--- src/logic/status_pkg.sv ---
package status_pkg;
    localparam logic [8:0] STATUS_ADDR_BANK0 = 9'h0_003;
    localparam logic [8:0] STATUS_ADDR_BANK1 = 9'h0_083;
    localparam int BIT_CARRY = 0;
    localparam int BIT_NIBBLE = 1;
    localparam int BIT_ZERO = 2;
    localparam int BIT_PD = 3;
    localparam int BIT_TO = 4;
    localparam int BIT_RP_LO = 5;
    localparam int BIT_RP_HI = 6;
    localparam int BIT_IRP = 7;
    localparam logic [7:0] STATUS_RESET = 8'h0_018;
    localparam logic [8:0] BANK_SIZE = 9'h0_080;
    localparam logic [8:0] IND_HALF = 9'h0_100;
    localparam logic [2:0] FLAG_WRITE_MASK = 3'h0_7;
    typedef enum logic [3:0] {
        OP_NONE = 4'b0000,
        OP_MOVE = 4'b0001,
        OP_CLEAR = 4'b0010,
        OP_BIT_CLEAR = 4'b0011,
        OP_BIT_SET = 4'b0100,
        OP_SWAP = 4'b0101,
        OP_ADD = 4'b0110,
        OP_SUB = 4'b0111,
        OP_ROT_RIGHT = 4'b1000,
        OP_ROT_LEFT = 4'b1001,
        OP_LOGIC_Z = 4'b1010
    } alu_op_t;
endpackage

--- src/logic/status_flags.sv ---
`timescale 1ns/1ps
module status_flags (
    // Clock and reset
    input wire logic CORE_CLK,
    input wire logic RST_N,
    // Instruction execution
    input wire logic EXEC_VALID,
    input wire status_pkg::alu_op_t ALU_OP,
    input wire logic [8:0] DEST_ADDR,
    input wire logic DEST_IS_REG,
    input wire logic [7:0] OPERAND_A,
    input wire logic [7:0] OPERAND_B,
    input wire logic [2:0] BIT_SEL,
    // Power events
    input wire logic WATCHDOG_KICK,
    input wire logic SLEEP_EXEC,
    input wire logic WATCHDOG_TIMEOUT,
    // Data address translation
    input wire logic [6:0] DIRECT_OFFSET,
    input wire logic [7:0] INDIRECT_PTR,
    // Outputs
    output logic [7:0] STATUS_VALUE,
    output logic [7:0] RESULT,
    output logic [8:0] DIRECT_ADDR,
    output logic [8:0] INDIRECT_ADDR
);
    import status_pkg::*;
    logic rst_meta_q;
    logic rst_sync_q;
    logic [7:0] status_q;
    logic [7:0] status_d;
    logic [7:0] result_q;
    logic [7:0] result_d;
    logic [8:0] daddr_q;
    logic [8:0] daddr_d;
    logic [8:0] iaddr_q;
    logic [8:0] iaddr_d;
    logic [7:0] alu_result;
    logic [2:0] alu_flags;
    logic [2:0] alu_flag_en;
    logic hit;
    logic [7:0] wr_data;

    function automatic logic is_status_addr(input logic [8:0] a);
        is_status_addr = (a == STATUS_ADDR_BANK0) || (a == STATUS_ADDR_BANK1);
    endfunction

    // Reset release synchroniser
    always_ff @(posedge CORE_CLK or negedge RST_N) begin
        if (!RST_N) begin
            rst_meta_q <= 1'b0;
            rst_sync_q <= 1'b0;
        end else begin
            rst_meta_q <= 1'b1;
            rst_sync_q <= rst_meta_q;
        end
    end

    // Flag logic
    alu_flag_calc u_calc (
        .op(ALU_OP),
        .opnd_a(OPERAND_A),
        .opnd_b(OPERAND_B),
        .carry_in(status_q[BIT_CARRY]),
        .result(alu_result),
        .flags(alu_flags),
        .flag_en(alu_flag_en)
    );

    // Next status and result
    always_comb begin
        hit = EXEC_VALID && DEST_IS_REG && is_status_addr(DEST_ADDR);
        wr_data = alu_result;
        case (ALU_OP)
            OP_MOVE: wr_data = OPERAND_A;
            OP_SWAP: wr_data = {OPERAND_A[3:0], OPERAND_A[7:4]};
            OP_BIT_CLEAR: wr_data = OPERAND_A & ~(8'h01 << BIT_SEL);
            OP_BIT_SET: wr_data = OPERAND_A | (8'h01 << BIT_SEL);
            default: wr_data = alu_result;
        endcase
        status_d = status_q;
        result_d = EXEC_VALID ? wr_data : result_q;
        if (hit) begin
            status_d[7:5] = wr_data[7:5];
            if (alu_flag_en == 3'b000) begin
                status_d[2:0] = wr_data[2:0];
            end
        end
        if (EXEC_VALID) begin
            for (int i = 0; i < 3; i++) begin
                if (alu_flag_en[i]) begin
                    status_d[i] = alu_flags[i];
                end
            end
        end
        if (hit && ALU_OP == OP_CLEAR) begin
            status_d[7:5] = 3'b000;
            status_d[BIT_ZERO] = 1'b1;
        end
        if (WATCHDOG_KICK) begin
            status_d[BIT_TO] = 1'b1;
            status_d[BIT_PD] = 1'b1;
        end else if (SLEEP_EXEC) begin
            status_d[BIT_TO] = 1'b1;
            status_d[BIT_PD] = 1'b0;
        end
        if (WATCHDOG_TIMEOUT) begin
            status_d[BIT_TO] = 1'b0;
        end
        daddr_d = {status_d[BIT_RP_HI:BIT_RP_LO], DIRECT_OFFSET};
        iaddr_d = {status_d[BIT_IRP], INDIRECT_PTR};
    end

    // Register stage
    always_ff @(posedge CORE_CLK or negedge rst_sync_q) begin
        if (!rst_sync_q) begin
            status_q <= STATUS_RESET;
            result_q <= 8'h00;
            daddr_q <= 9'h000;
            iaddr_q <= 9'h000;
        end else begin
            status_q <= status_d;
            result_q <= result_d;
            daddr_q <= daddr_d;
            iaddr_q <= iaddr_d;
        end
    end

    // Outputs from flops
    always_comb begin
        STATUS_VALUE = status_q;
        RESULT = result_q;
        DIRECT_ADDR = daddr_q;
        INDIRECT_ADDR = iaddr_q;
    end

    property p_wr_protect;
        @(posedge CORE_CLK) disable iff (!rst_sync_q)
        (hit && !WATCHDOG_KICK && !SLEEP_EXEC && !WATCHDOG_TIMEOUT)
            |=> $stable(status_q[4:3]);
    endproperty
    a_wr_protect: assert property (p_wr_protect) else $error("read-only flags changed");

    property p_clear;
        @(posedge CORE_CLK) disable iff (!rst_sync_q)
        (hit && ALU_OP == OP_CLEAR) |=> (status_q[7:5] == 3'b000 && status_q[BIT_ZERO]);
    endproperty
    a_clear: assert property (p_clear) else $error("clear pattern wrong");

    property p_sleep;
        @(posedge CORE_CLK) disable iff (!rst_sync_q)
        (SLEEP_EXEC && !WATCHDOG_KICK) |=> !status_q[BIT_PD];
    endproperty
    a_sleep: assert property (p_sleep) else $error("sleep did not clear powerdown");

    property p_timeout;
        @(posedge CORE_CLK) disable iff (!rst_sync_q)
        WATCHDOG_TIMEOUT |=> !status_q[BIT_TO];
    endproperty
    a_timeout: assert property (p_timeout) else $error("timeout flag not cleared");

    property p_kick;
        @(posedge CORE_CLK) disable iff (!rst_sync_q)
        (WATCHDOG_KICK && !WATCHDOG_TIMEOUT) |=> status_q[4:3] == 2'b11;
    endproperty
    a_kick: assert property (p_kick) else $error("kick did not set flags");

    property p_zero;
        @(posedge CORE_CLK) disable iff (!rst_sync_q)
        (EXEC_VALID && ALU_OP == OP_ADD) |=> status_q[BIT_ZERO] == (RESULT == 8'h00);
    endproperty
    a_zero: assert property (p_zero) else $error("zero flag mismatch");

    property p_carry;
        @(posedge CORE_CLK) disable iff (!rst_sync_q)
        (EXEC_VALID && ALU_OP == OP_ADD) |=> status_q[BIT_CARRY] ==
            (({1'b0, $past(OPERAND_A)} + {1'b0, $past(OPERAND_B)}) > 9'h0ff);
    endproperty
    a_carry: assert property (p_carry) else $error("carry flag mismatch");

    property p_rot;
        @(posedge CORE_CLK) disable iff (!rst_sync_q)
        (EXEC_VALID && ALU_OP == OP_ROT_RIGHT) |=> status_q[BIT_CARRY] == $past(OPERAND_A[0]);
    endproperty
    a_rot: assert property (p_rot) else $error("rotate carry wrong");

    property p_bank;
        @(posedge CORE_CLK) disable iff (!rst_sync_q)
        1'b1 |=> DIRECT_ADDR[8:7] == status_q[6:5];
    endproperty
    a_bank: assert property (p_bank) else $error("bank select mismatch");

    property p_rot_left;
        @(posedge CORE_CLK) disable iff (!rst_sync_q)
        (EXEC_VALID && ALU_OP == OP_ROT_LEFT) |=> status_q[BIT_CARRY] == $past(OPERAND_A[7]);
    endproperty
    a_rot_left: assert property (p_rot_left) else $error("rotate left carry wrong");

    property p_rot_res;
        @(posedge CORE_CLK) disable iff (!rst_sync_q)
        (EXEC_VALID && ALU_OP == OP_ROT_RIGHT)
            |=> RESULT == {$past(status_q[BIT_CARRY]), $past(OPERAND_A[7:1])};
    endproperty
    a_rot_res: assert property (p_rot_res) else $error("rotate result wrong");

    property p_sub_carry;
        @(posedge CORE_CLK) disable iff (!rst_sync_q)
        (EXEC_VALID && ALU_OP == OP_SUB)
            |=> status_q[BIT_CARRY] == ($past(OPERAND_A) >= $past(OPERAND_B));
    endproperty
    a_sub_carry: assert property (p_sub_carry) else $error("subtract borrow wrong");

    property p_sub_nibble;
        @(posedge CORE_CLK) disable iff (!rst_sync_q)
        (EXEC_VALID && ALU_OP == OP_SUB)
            |=> status_q[BIT_NIBBLE] == ($past(OPERAND_A[3:0]) >= $past(OPERAND_B[3:0]));
    endproperty
    a_sub_nibble: assert property (p_sub_nibble) else $error("nibble borrow wrong");

    property p_add_nibble;
        @(posedge CORE_CLK) disable iff (!rst_sync_q)
        (EXEC_VALID && ALU_OP == OP_ADD) |=> status_q[BIT_NIBBLE] ==
            (({1'b0, $past(OPERAND_A[3:0])} + {1'b0, $past(OPERAND_B[3:0])}) > 5'h0f);
    endproperty
    a_add_nibble: assert property (p_add_nibble) else $error("nibble carry wrong");

    property p_clear_keep;
        @(posedge CORE_CLK) disable iff (!rst_sync_q)
        (hit && ALU_OP == OP_CLEAR) |=> $stable(status_q[1:0]);
    endproperty
    a_clear_keep: assert property (p_clear_keep) else $error("clear changed carries");

    property p_move_write;
        @(posedge CORE_CLK) disable iff (!rst_sync_q)
        (hit && ALU_OP == OP_MOVE)
            |=> status_q[7:5] == $past(OPERAND_A[7:5]) && status_q[2:0] == $past(OPERAND_A[2:0]);
    endproperty
    a_move_write: assert property (p_move_write) else $error("store write wrong");

    property p_swap_write;
        @(posedge CORE_CLK) disable iff (!rst_sync_q)
        (hit && ALU_OP == OP_SWAP)
            |=> status_q[7:5] == $past(OPERAND_A[3:1]) && status_q[2:0] == $past(OPERAND_A[6:4]);
    endproperty
    a_swap_write: assert property (p_swap_write) else $error("swap write wrong");

    property p_indirect;
        @(posedge CORE_CLK) disable iff (!rst_sync_q)
        1'b1 |=> INDIRECT_ADDR[8] == status_q[BIT_IRP];
    endproperty
    a_indirect: assert property (p_indirect) else $error("indirect bank mismatch");

    property p_direct_low;
        @(posedge CORE_CLK) disable iff (!rst_sync_q)
        rst_sync_q |=> DIRECT_ADDR[6:0] == $past(DIRECT_OFFSET);
    endproperty
    a_direct_low: assert property (p_direct_low) else $error("direct offset mismatch");

    property p_other_addr;
        @(posedge CORE_CLK) disable iff (!rst_sync_q)
        (EXEC_VALID && !hit && ALU_OP == OP_MOVE)
            |=> $stable(status_q[7:5]) && $stable(status_q[2:0]);
    endproperty
    a_other_addr: assert property (p_other_addr) else $error("other address wrote status");

    property p_sleep_to;
        @(posedge CORE_CLK) disable iff (!rst_sync_q)
        (SLEEP_EXEC && !WATCHDOG_KICK && !WATCHDOG_TIMEOUT) |=> status_q[BIT_TO];
    endproperty
    a_sleep_to: assert property (p_sleep_to) else $error("sleep left timeout clear");

    property p_add_result;
        @(posedge CORE_CLK) disable iff (!rst_sync_q)
        (EXEC_VALID && ALU_OP == OP_ADD) |=> RESULT == 8'($past(OPERAND_A) + $past(OPERAND_B));
    endproperty
    a_add_result: assert property (p_add_result) else $error("sum result wrong");

    property p_logic_zero;
        @(posedge CORE_CLK) disable iff (!rst_sync_q)
        (EXEC_VALID && ALU_OP == OP_LOGIC_Z)
            |=> status_q[BIT_ZERO] == ($past(OPERAND_A) == 8'h00);
    endproperty
    a_logic_zero: assert property (p_logic_zero) else $error("logic zero flag wrong");

    property p_sub_zero;
        @(posedge CORE_CLK) disable iff (!rst_sync_q)
        (EXEC_VALID && ALU_OP == OP_SUB)
            |=> status_q[BIT_ZERO] == ($past(OPERAND_A) == $past(OPERAND_B));
    endproperty
    a_sub_zero: assert property (p_sub_zero) else $error("subtract zero flag wrong");

    c_clear: cover property (@(posedge CORE_CLK) hit && ALU_OP == OP_CLEAR);
    c_sub: cover property (@(posedge CORE_CLK) EXEC_VALID && ALU_OP == OP_SUB);
    c_sleep: cover property (@(posedge CORE_CLK) SLEEP_EXEC);
    c_kick_timeout: cover property (@(posedge CORE_CLK) WATCHDOG_KICK && WATCHDOG_TIMEOUT);
    c_flag_dest: cover property (@(posedge CORE_CLK) hit && ALU_OP == OP_ADD);
endmodule

--- src/logic/alu_flag_calc.sv ---
`timescale 1ns/1ps
module alu_flag_calc (
    // Operation and operands
    input wire status_pkg::alu_op_t op,
    input wire logic [7:0] opnd_a,
    input wire logic [7:0] opnd_b,
    input wire logic carry_in,
    // Results
    output logic [7:0] result,
    output logic [2:0] flags,
    output logic [2:0] flag_en
);
    import status_pkg::*;
    logic [8:0] sum;
    logic [4:0] low;
    logic [7:0] addend;
    always_comb begin
        addend = (op == OP_SUB) ? ~opnd_b : opnd_b;
        sum = {1'b0, opnd_a} + {1'b0, addend} + {8'h00, op == OP_SUB};
        low = {1'b0, opnd_a[3:0]} + {1'b0, addend[3:0]} + {4'h0, op == OP_SUB};
        result = opnd_a;
        flags = 3'b000;
        flag_en = 3'b000;
        case (op)
            OP_ADD, OP_SUB: begin
                result = sum[7:0];
                flags[0] = sum[8];
                flags[1] = low[4];
                flags[2] = (sum[7:0] == 8'h00);
                flag_en = FLAG_WRITE_MASK;
            end
            OP_ROT_RIGHT: begin
                result = {carry_in, opnd_a[7:1]};
                flags[0] = opnd_a[0];
                flag_en = 3'b001;
            end
            OP_ROT_LEFT: begin
                result = {opnd_a[6:0], carry_in};
                flags[0] = opnd_a[7];
                flag_en = 3'b001;
            end
            OP_LOGIC_Z: begin
                result = opnd_a;
                flags[2] = (opnd_a == 8'h00);
                flag_en = 3'b100;
            end
            OP_CLEAR: begin
                result = 8'h00;
                flags[2] = 1'b1;
                flag_en = 3'b100;
            end
            default: begin
                result = opnd_a;
            end
        endcase
    end
endmodule

--- config.mk ---
export PLATFORM = sky130hd
export DESIGN_NAME = status_flags
export DESIGN_NICKNAME = d
export VERILOG_FILES = /design/src/logic/status_pkg.sv /design/src/logic/status_flags.sv /design/src/logic/alu_flag_calc.sv
export SDC_FILE = /design/constraint.sdc
export NUM_CORES = 1
export LEC_CHECK = 0
export ABC_AREA = 1
export BUFFER_PORTS_ARGS = -buffer_cell sky130_fd_sc_hd__buf_4
export CAP_MARGIN = 20
export CELL_PAD_IN_SITES_DETAIL_PLACEMENT = 0
export CELL_PAD_IN_SITES_GLOBAL_PLACEMENT = 1
export CORE_ASPECT_RATIO = 0.6
export CORE_MARGIN = 2
export CORE_UTILIZATION = 37
export DETAILED_ROUTE_END_ITERATION = 16
export GPL_TIMING_DRIVEN = 0
export HOLD_SLACK_MARGIN = 0.1
export PLACE_DENSITY = 0.95
export SLEW_MARGIN = 25
export SYNTH_ARGS = -nofsm -noshare
export SYNTH_HDL_FRONTEND = slang
export SYNTH_SLANG_ARGS = --single-unit
--- constraint.sdc ---
create_clock -name CORE_CLK -period 3 [get_ports CORE_CLK]
set_input_delay 0.6 -clock CORE_CLK [delete_from_list [all_inputs] [get_ports CORE_CLK]]
set_output_delay 0.6 -clock CORE_CLK [all_outputs]
set_load 0.05 [all_outputs]
Word level (Yosys, flattened, before mapping)
Cells that the tools add are included.
{"block": "totals", "register_bits": 36, "inputBits": 54, "output_inout_bits": 34, "wordCells": 60}
{"block": "op_classes", "addsub": 4, "eq_ne": 12, "shifts": 1, "n_mux": 19, "bitwise_logic": 4, "n_reduce_logical": 12}
{"cell": "$pmux W8 S4", "count": 2}
{"cell": "$eq A4 B3 Y1 const B", "count": 4}
{"cell": "$logic_not A8 Y1", "count": 2}
{"cell": "$not A8 Y8", "count": 2}
{"cell": "$mux W3", "count": 5}
{"cell": "$eq A4 B4 Y1 const B", "count": 3}
{"cell": "$add A8 B8 Y9", "count": 1}
{"cell": "$add A9 B1 Y9", "count": 1}
{"cell": "$eq A9 B2 Y1 const B", "count": 1}
{"cell": "$eq A9 B8 Y1 const B", "count": 1}
{"cell": "$pmux W3 S3", "count": 1}
{"cell": "$and A8 B8 Y8", "count": 1}
{"cell": "$eq A4 B2 Y1 const B", "count": 2}
{"cell": "$mux W8", "count": 1}
{"cell": "$or A8 B8 Y8", "count": 1}
{"cell": "$shl A1 B3 Y8 const A", "count": 1}
{"cell": "$mux W1", "count": 6}
{"cell": "$pmux W1 S3", "count": 2}
{"cell": "$reduce_or A2 Y1", "count": 3}
{"cell": "$add A4 B4 Y5", "count": 1}
{"cell": "$add A5 B1 Y5", "count": 1}
{"cell": "$eq A4 B1 Y1 const B", "count": 1}
{"cell": "$mux W2", "count": 2}
{"cell": "$logic_and A1 B1 Y1", "count": 3}
{"cell": "other kinds (4)", "count": 4}

Depth between registers and ports, before layout
{"block": "depth", "ltp_word": 11, "ltp_mapped": 18}

By module
From an unflattened synthesis, not the netlist that was laid out.
{"block": "hier_totals", "hier_cells": 369, "hier_area_um2": 2567.5}
{"mod": "status_flags", "n_inst": 1, "cells_per_inst": 225, "area_per_inst_um2": 1735.4, "seq_area_each_um2": 828.3}
{"mod": "alu_flag_calc", "n_inst": 1, "cells_per_inst": 144, "area_per_inst_um2": 832.0, "seq_area_each_um2": 0.0}

Least setup slack after synthesis
Ideal clock, no wire load.
{"block": "synth_path", "path_kind": "input-to-reg", "start": "input ALU_OP[2]", "end": "register status_q[2] (netlist: STATUS_VALUE[2])", "arrival_ps": 2350, "required_time_ps": 2923, "path_slack_ps": 573, "cell_stages": 12, "path_buffers": 0, "cell_sequence": "inv_2 nor2_4 nand2_4 xnor2_1 fa_1 nand3_1 nand3_1 xor2_1 or2_0 nor3_1 nand3_1 a21oi_1"}
{"block": "synth_between", "elab_chain_len": 11, "word_cells_on_any_way": 28, "classes_between": "add/sub (2); eq/ne (10); mux (10); reduce/logical (6)"}
{"item": "from (decl)", "line_no": "status_flags.sv:8", "text": "input wire status_pkg::alu_op_t ALU_OP,"}
{"item": "$eq A4 B3 Y1", "line_no": "alu_flag_calc.sv:18, alu_flag_calc.sv:19, alu_flag_calc.sv:24"}
{"item": "$mux W8", "line_no": "alu_flag_calc.sv:18", "text": "addend = (op == OP_SUB) ? ~opnd_b : opnd_b;"}
{"item": "$add A8 B8 Y9", "line_no": "alu_flag_calc.sv:19", "text": "sum = {1'b0, opnd_a} + {1'b0, addend} + {8'h00, op == OP_SUB};"}
{"item": "$add A9 B1 Y9", "line_no": "alu_flag_calc.sv:19"}
{"item": "$pmux W8 S4", "line_no": "alu_flag_calc.sv:24", "text": "case (op)"}
{"item": "$pmux W8 S4", "line_no": "status_flags.sv:74", "text": "case (ALU_OP)"}
{"item": "$mux W3", "line_no": "status_flags.sv:85", "text": "if (alu_flag_en == 3'b000) begin"}
{"item": "$mux W3", "line_no": "status_flags.sv:83", "text": "if (hit) begin"}
{"item": "$mux W1", "line_no": "status_flags.sv:91", "text": "if (alu_flag_en[i]) begin"}
{"item": "$mux W3", "line_no": "status_flags.sv:89", "text": "if (EXEC_VALID) begin"}
{"item": "$mux W1 *", "line_no": "status_flags.sv:96", "text": "if (hit && ALU_OP == OP_CLEAR) begin"}
{"item": "via status_d[2]", "line_no": "status_flags.sv:31", "text": "logic [7:0] status_d;"}
{"item": "to (signal assigned)", "line_no": "status_flags.sv:122", "text": "status_q <= status_d;"}
{"item": "to (decl)", "line_no": "status_flags.sv:30", "text": "logic [7:0] status_q;"}
Mark *: on every way through the listed nets, which the timed path passes. The rest lies on a longest branch.
A chain may end at the register's enable or synchronous reset.

Worst setup path in the final report
{"block": "layout_path", "start": "input ALU_OP[3]", "end": "register status_q[2] (netlist: STATUS_VALUE[2])"}
Same word-level chain as after synthesis.

==> run_results.csv <==
group,metric,value,unit
cts,cts_tree,"built",
yosys,synth_nets,375,
layout,finalNonFillerCells,491,
routing,dr.pass1.iters,5,
sta,skew,0.00497,ns
global_route,grt_overflow,0,
worst_setup_path,crit_fanout,9,
routing,post-route-drc-count,0,
yosys,ys_types,39,
pwr,p_leak,1.65,nW
cts,numClockSinks,33,
sta,holdWs,0.298,ns
yosys,synth_area_per_cell,7.28,um2
cts,root_buffer,"clkbuf_8",
worst_setup_path,worstSetupPathType,"in -> reg",
pwr,ir_drop,314,uV
worst_setup_path,cp-start-kind,"input port",
yosys,syn_area,2270,um2
routing,vias,2444,
yosys,ys_ff_latch,33,
global_route,busiest_layer,"met1",
routing,drtAntennaViolNets,0,
layout,multi_input_area,1240,um2
sta,final_hold_viol_count,0,
floorplanning,start_util,37.7,%
sta,tns,0,ns
yosys,ys_warn_count,0,
yosys,synthArstFlopShare,100,%
sta,rsz0062_at_grt,"no",
layout,fillCellCount,612,
routing,routed_wl,6760,um
sta,setup_viol_count_final,0,
sta,setup_ws,0.441,ns
sta,max-slew-margin-rel,57.4,%
global_route,grt_first_pass_wirelength,11000,um
global_route,groute.usage.overall,20.7,%
global_route,grt_pass1_vias,2260,
global_route,grt_start_max_net_pins,32,
sta,drv_slew,0,
floorplanning,fp.dieW,105,um
routing,drt_iter0_markers,203,
floorplanning,num_io_pins,88,
sta,fin_crit_sh,85.3,%
placed_design,dp.cells,482,
global_route,gr-usage-met2,27.4,%
cts,cts.clk_slew.worst_paths,0.07,ns
placed_design,post-place-ws,0.109,ns
cts,cts_buffers,5,
floorplanning,placementRows,22,
sta,max_freq,0.391,GHz
run,drv_cap,0,
min_path,hp-class,"reg -> async",
floorplanning,coreArea,6030,um2
worst_setup_path,end_kind,"flip-flop",
yosys,synth_top_cell_by_area,"dfrtp_1",
yosys,synth_area_leaders,"dfrtp_1, nand2_1, inv_1",
pwr,power.density,467,nW/um2
yosys,synth_ff_type,"dfrtp_1",
pwr,power.total,1.47,mW
yosys,synth.top_cell.area_share,34.1,%
cts,clockBufferDepth,2,
worst_setup_path,cp.required,3.22,ns
yosys,synth_seq_area_share,36.5,%
cts,clock_latency,0.29,ns
layout,syn_to_final_growth,38.7,%
status,status,"finished, final reports clean",
yosys,synth_top_cells_by_count,"nand2_1, inv_1, dfrtp_1",
cts,htreeDepth,2,
worst_setup_path,cp.arrival,2.78,ns
layout,nets,469,
global_route,grt_antenna_before_repair,0,
routing,viasPerCell,4.98,
floorplanning,die_area,6800,um2
layout,drive_gt1_share,27.5,%
global_route,grtUsageMet3,6.44,%
layout,regArea,830,um2
placed_design,place.gp.congestion,0.927,
floorplanning,die_h,64.7,um
placed_design,portBuffers,86,
placed_design,place_hpwl,5510,um
placed_design,dpl_cell_area,3020,um2
yosys,synth-edff-count,0,
layout,final_area,3150,um2
yosys,syn_inst,312,
layout,final_util,52.3,%
sta,final.min_clock_period,2.56,ns
yosys,synth_most_common_cell,"nand2_1",
routing,wire_per_inst,13.8,um
cts,ctsResizeCount,0,
global_route,grtUsageMet1,32.6,%
layout,antennaDiodeCount,0,
sta,worst_pin_slew,0.638,ns
==> power breakdown <==
group / leakage, nW / switching (mW) / internal [mW]
sequential: 0.390 / 0.0305 / 0.486
clock: 0.0585 / 0.161 / 0.271
combinational: 1.20 / 0.336 / 0.188
total: 1.65 / 0.527 / 0.945
==> flip-flops by register name, indices dropped and copies added, names as in the netlist <==
signal	count
DIRECT_ADDR	8
INDIRECT_ADDR	8
RESULT	8
STATUS_VALUE	7
rst_meta_q	1
rst_sync_q	1
==> path summary, 6_finish.rpt <==
kind | from | endpoint | slack, ns | cells past startpoint
min in group CORE_CLK | rst_meta_q$_DFF_PN0_ | rst_sync_q$_DFF_PN0_ | 0.35 | 0
min | rst_sync_q$_DFF_PN0_ | RESULT[5]$_DFFE_PN0P_ | 0.30 | 0
max in group asynchronous | RST_N | rst_sync_q$_DFF_PN0_ | 2.28 | 2
min reg2reg | rst_sync_q$_DFF_PN0_ | RESULT[5]$_DFFE_PN0P_ | 0.30 | 0
max reg2reg | STATUS_VALUE[0]$_DFF_PN0_ | RESULT[7]$_DFFE_PN0P_ | 1.75 | 6
max | ALU_OP[3] | STATUS_VALUE[2]$_DFF_PN0_ | 0.44 | 12
==> placed cells by master (no fill, tap or decap), types with 8 or more instances in the layout <==
cell type | netlist | final
dfrtp_1 | 31 | 30
a21oi_1 | 18 | 18
nand2_1 | 77 | 77
o21ai_0 | 10 | 10
o22ai_1 | 11 | 11
ha_1 | 8 | 8
nor2_1 | 28 | 28
xnor2_1 | 8 | 8
nand3_1 | 25 | 25
inv_1 | 38 | 38
buf_4 | 4 | 90
==> routing by layer <==
metal,up-vias,wire length [um]
li1,1225,-
met1,1123,3490
met2,92,2610
met3,4,623
met4,0,42
met5,-,0
==> critical path: stages <==
cell and delay (ns):
buf_4 0.13, nor2_4 0.16, nand2_4 0.14, xnor2_1 0.19, fa_1 0.47, nand3_1 0.11
nand3_1 0.12, xor2_1 0.17, or2_0 0.21, nor3_1 0.22, nand3_1 0.12, a21oi_1 0.13
==> repair_timing <==
| action | 4_1_cts | 5_1_grt |
|---|---|---|
| setup buffers | 0 | 0 |
| hold buffers | 1 | 0 |
| hold endpoints to repair | 2 | 0 |
==> kinds of logic (layout without fill, tap and decap cells) <==
logic type	count (synthesis)	after routing	synth area share, %
other	1	1	0.165
AOI/OAI and AO/OA	63	63	17.3
buffers and inverters	49	144	8.76
adders and majority gates	9	9	5.29
DFF	33	33	36.5
and+or+nand+nor	146	146	27.8
xor gates and xnor gates	11	11	4.24
==> final cells by class <==
| cell class | instances | area share [%] |
|---|---|---|
| Buffer | 5 | 1.07 |
| Clock buffer | 7 | 2.74 |
| Clock inverter | 1 | 0.953 |
| Inverter | 44 | 5.24 |
| Multi-Input combinational cell | 230 | 39.5 |
| Sequential cell | 33 | 26.3 |
| Tap cell | 84 | 3.34 |
| Timing Repair Buffer | 87 | 20.8 |
(Power assumes the default switching activity.)
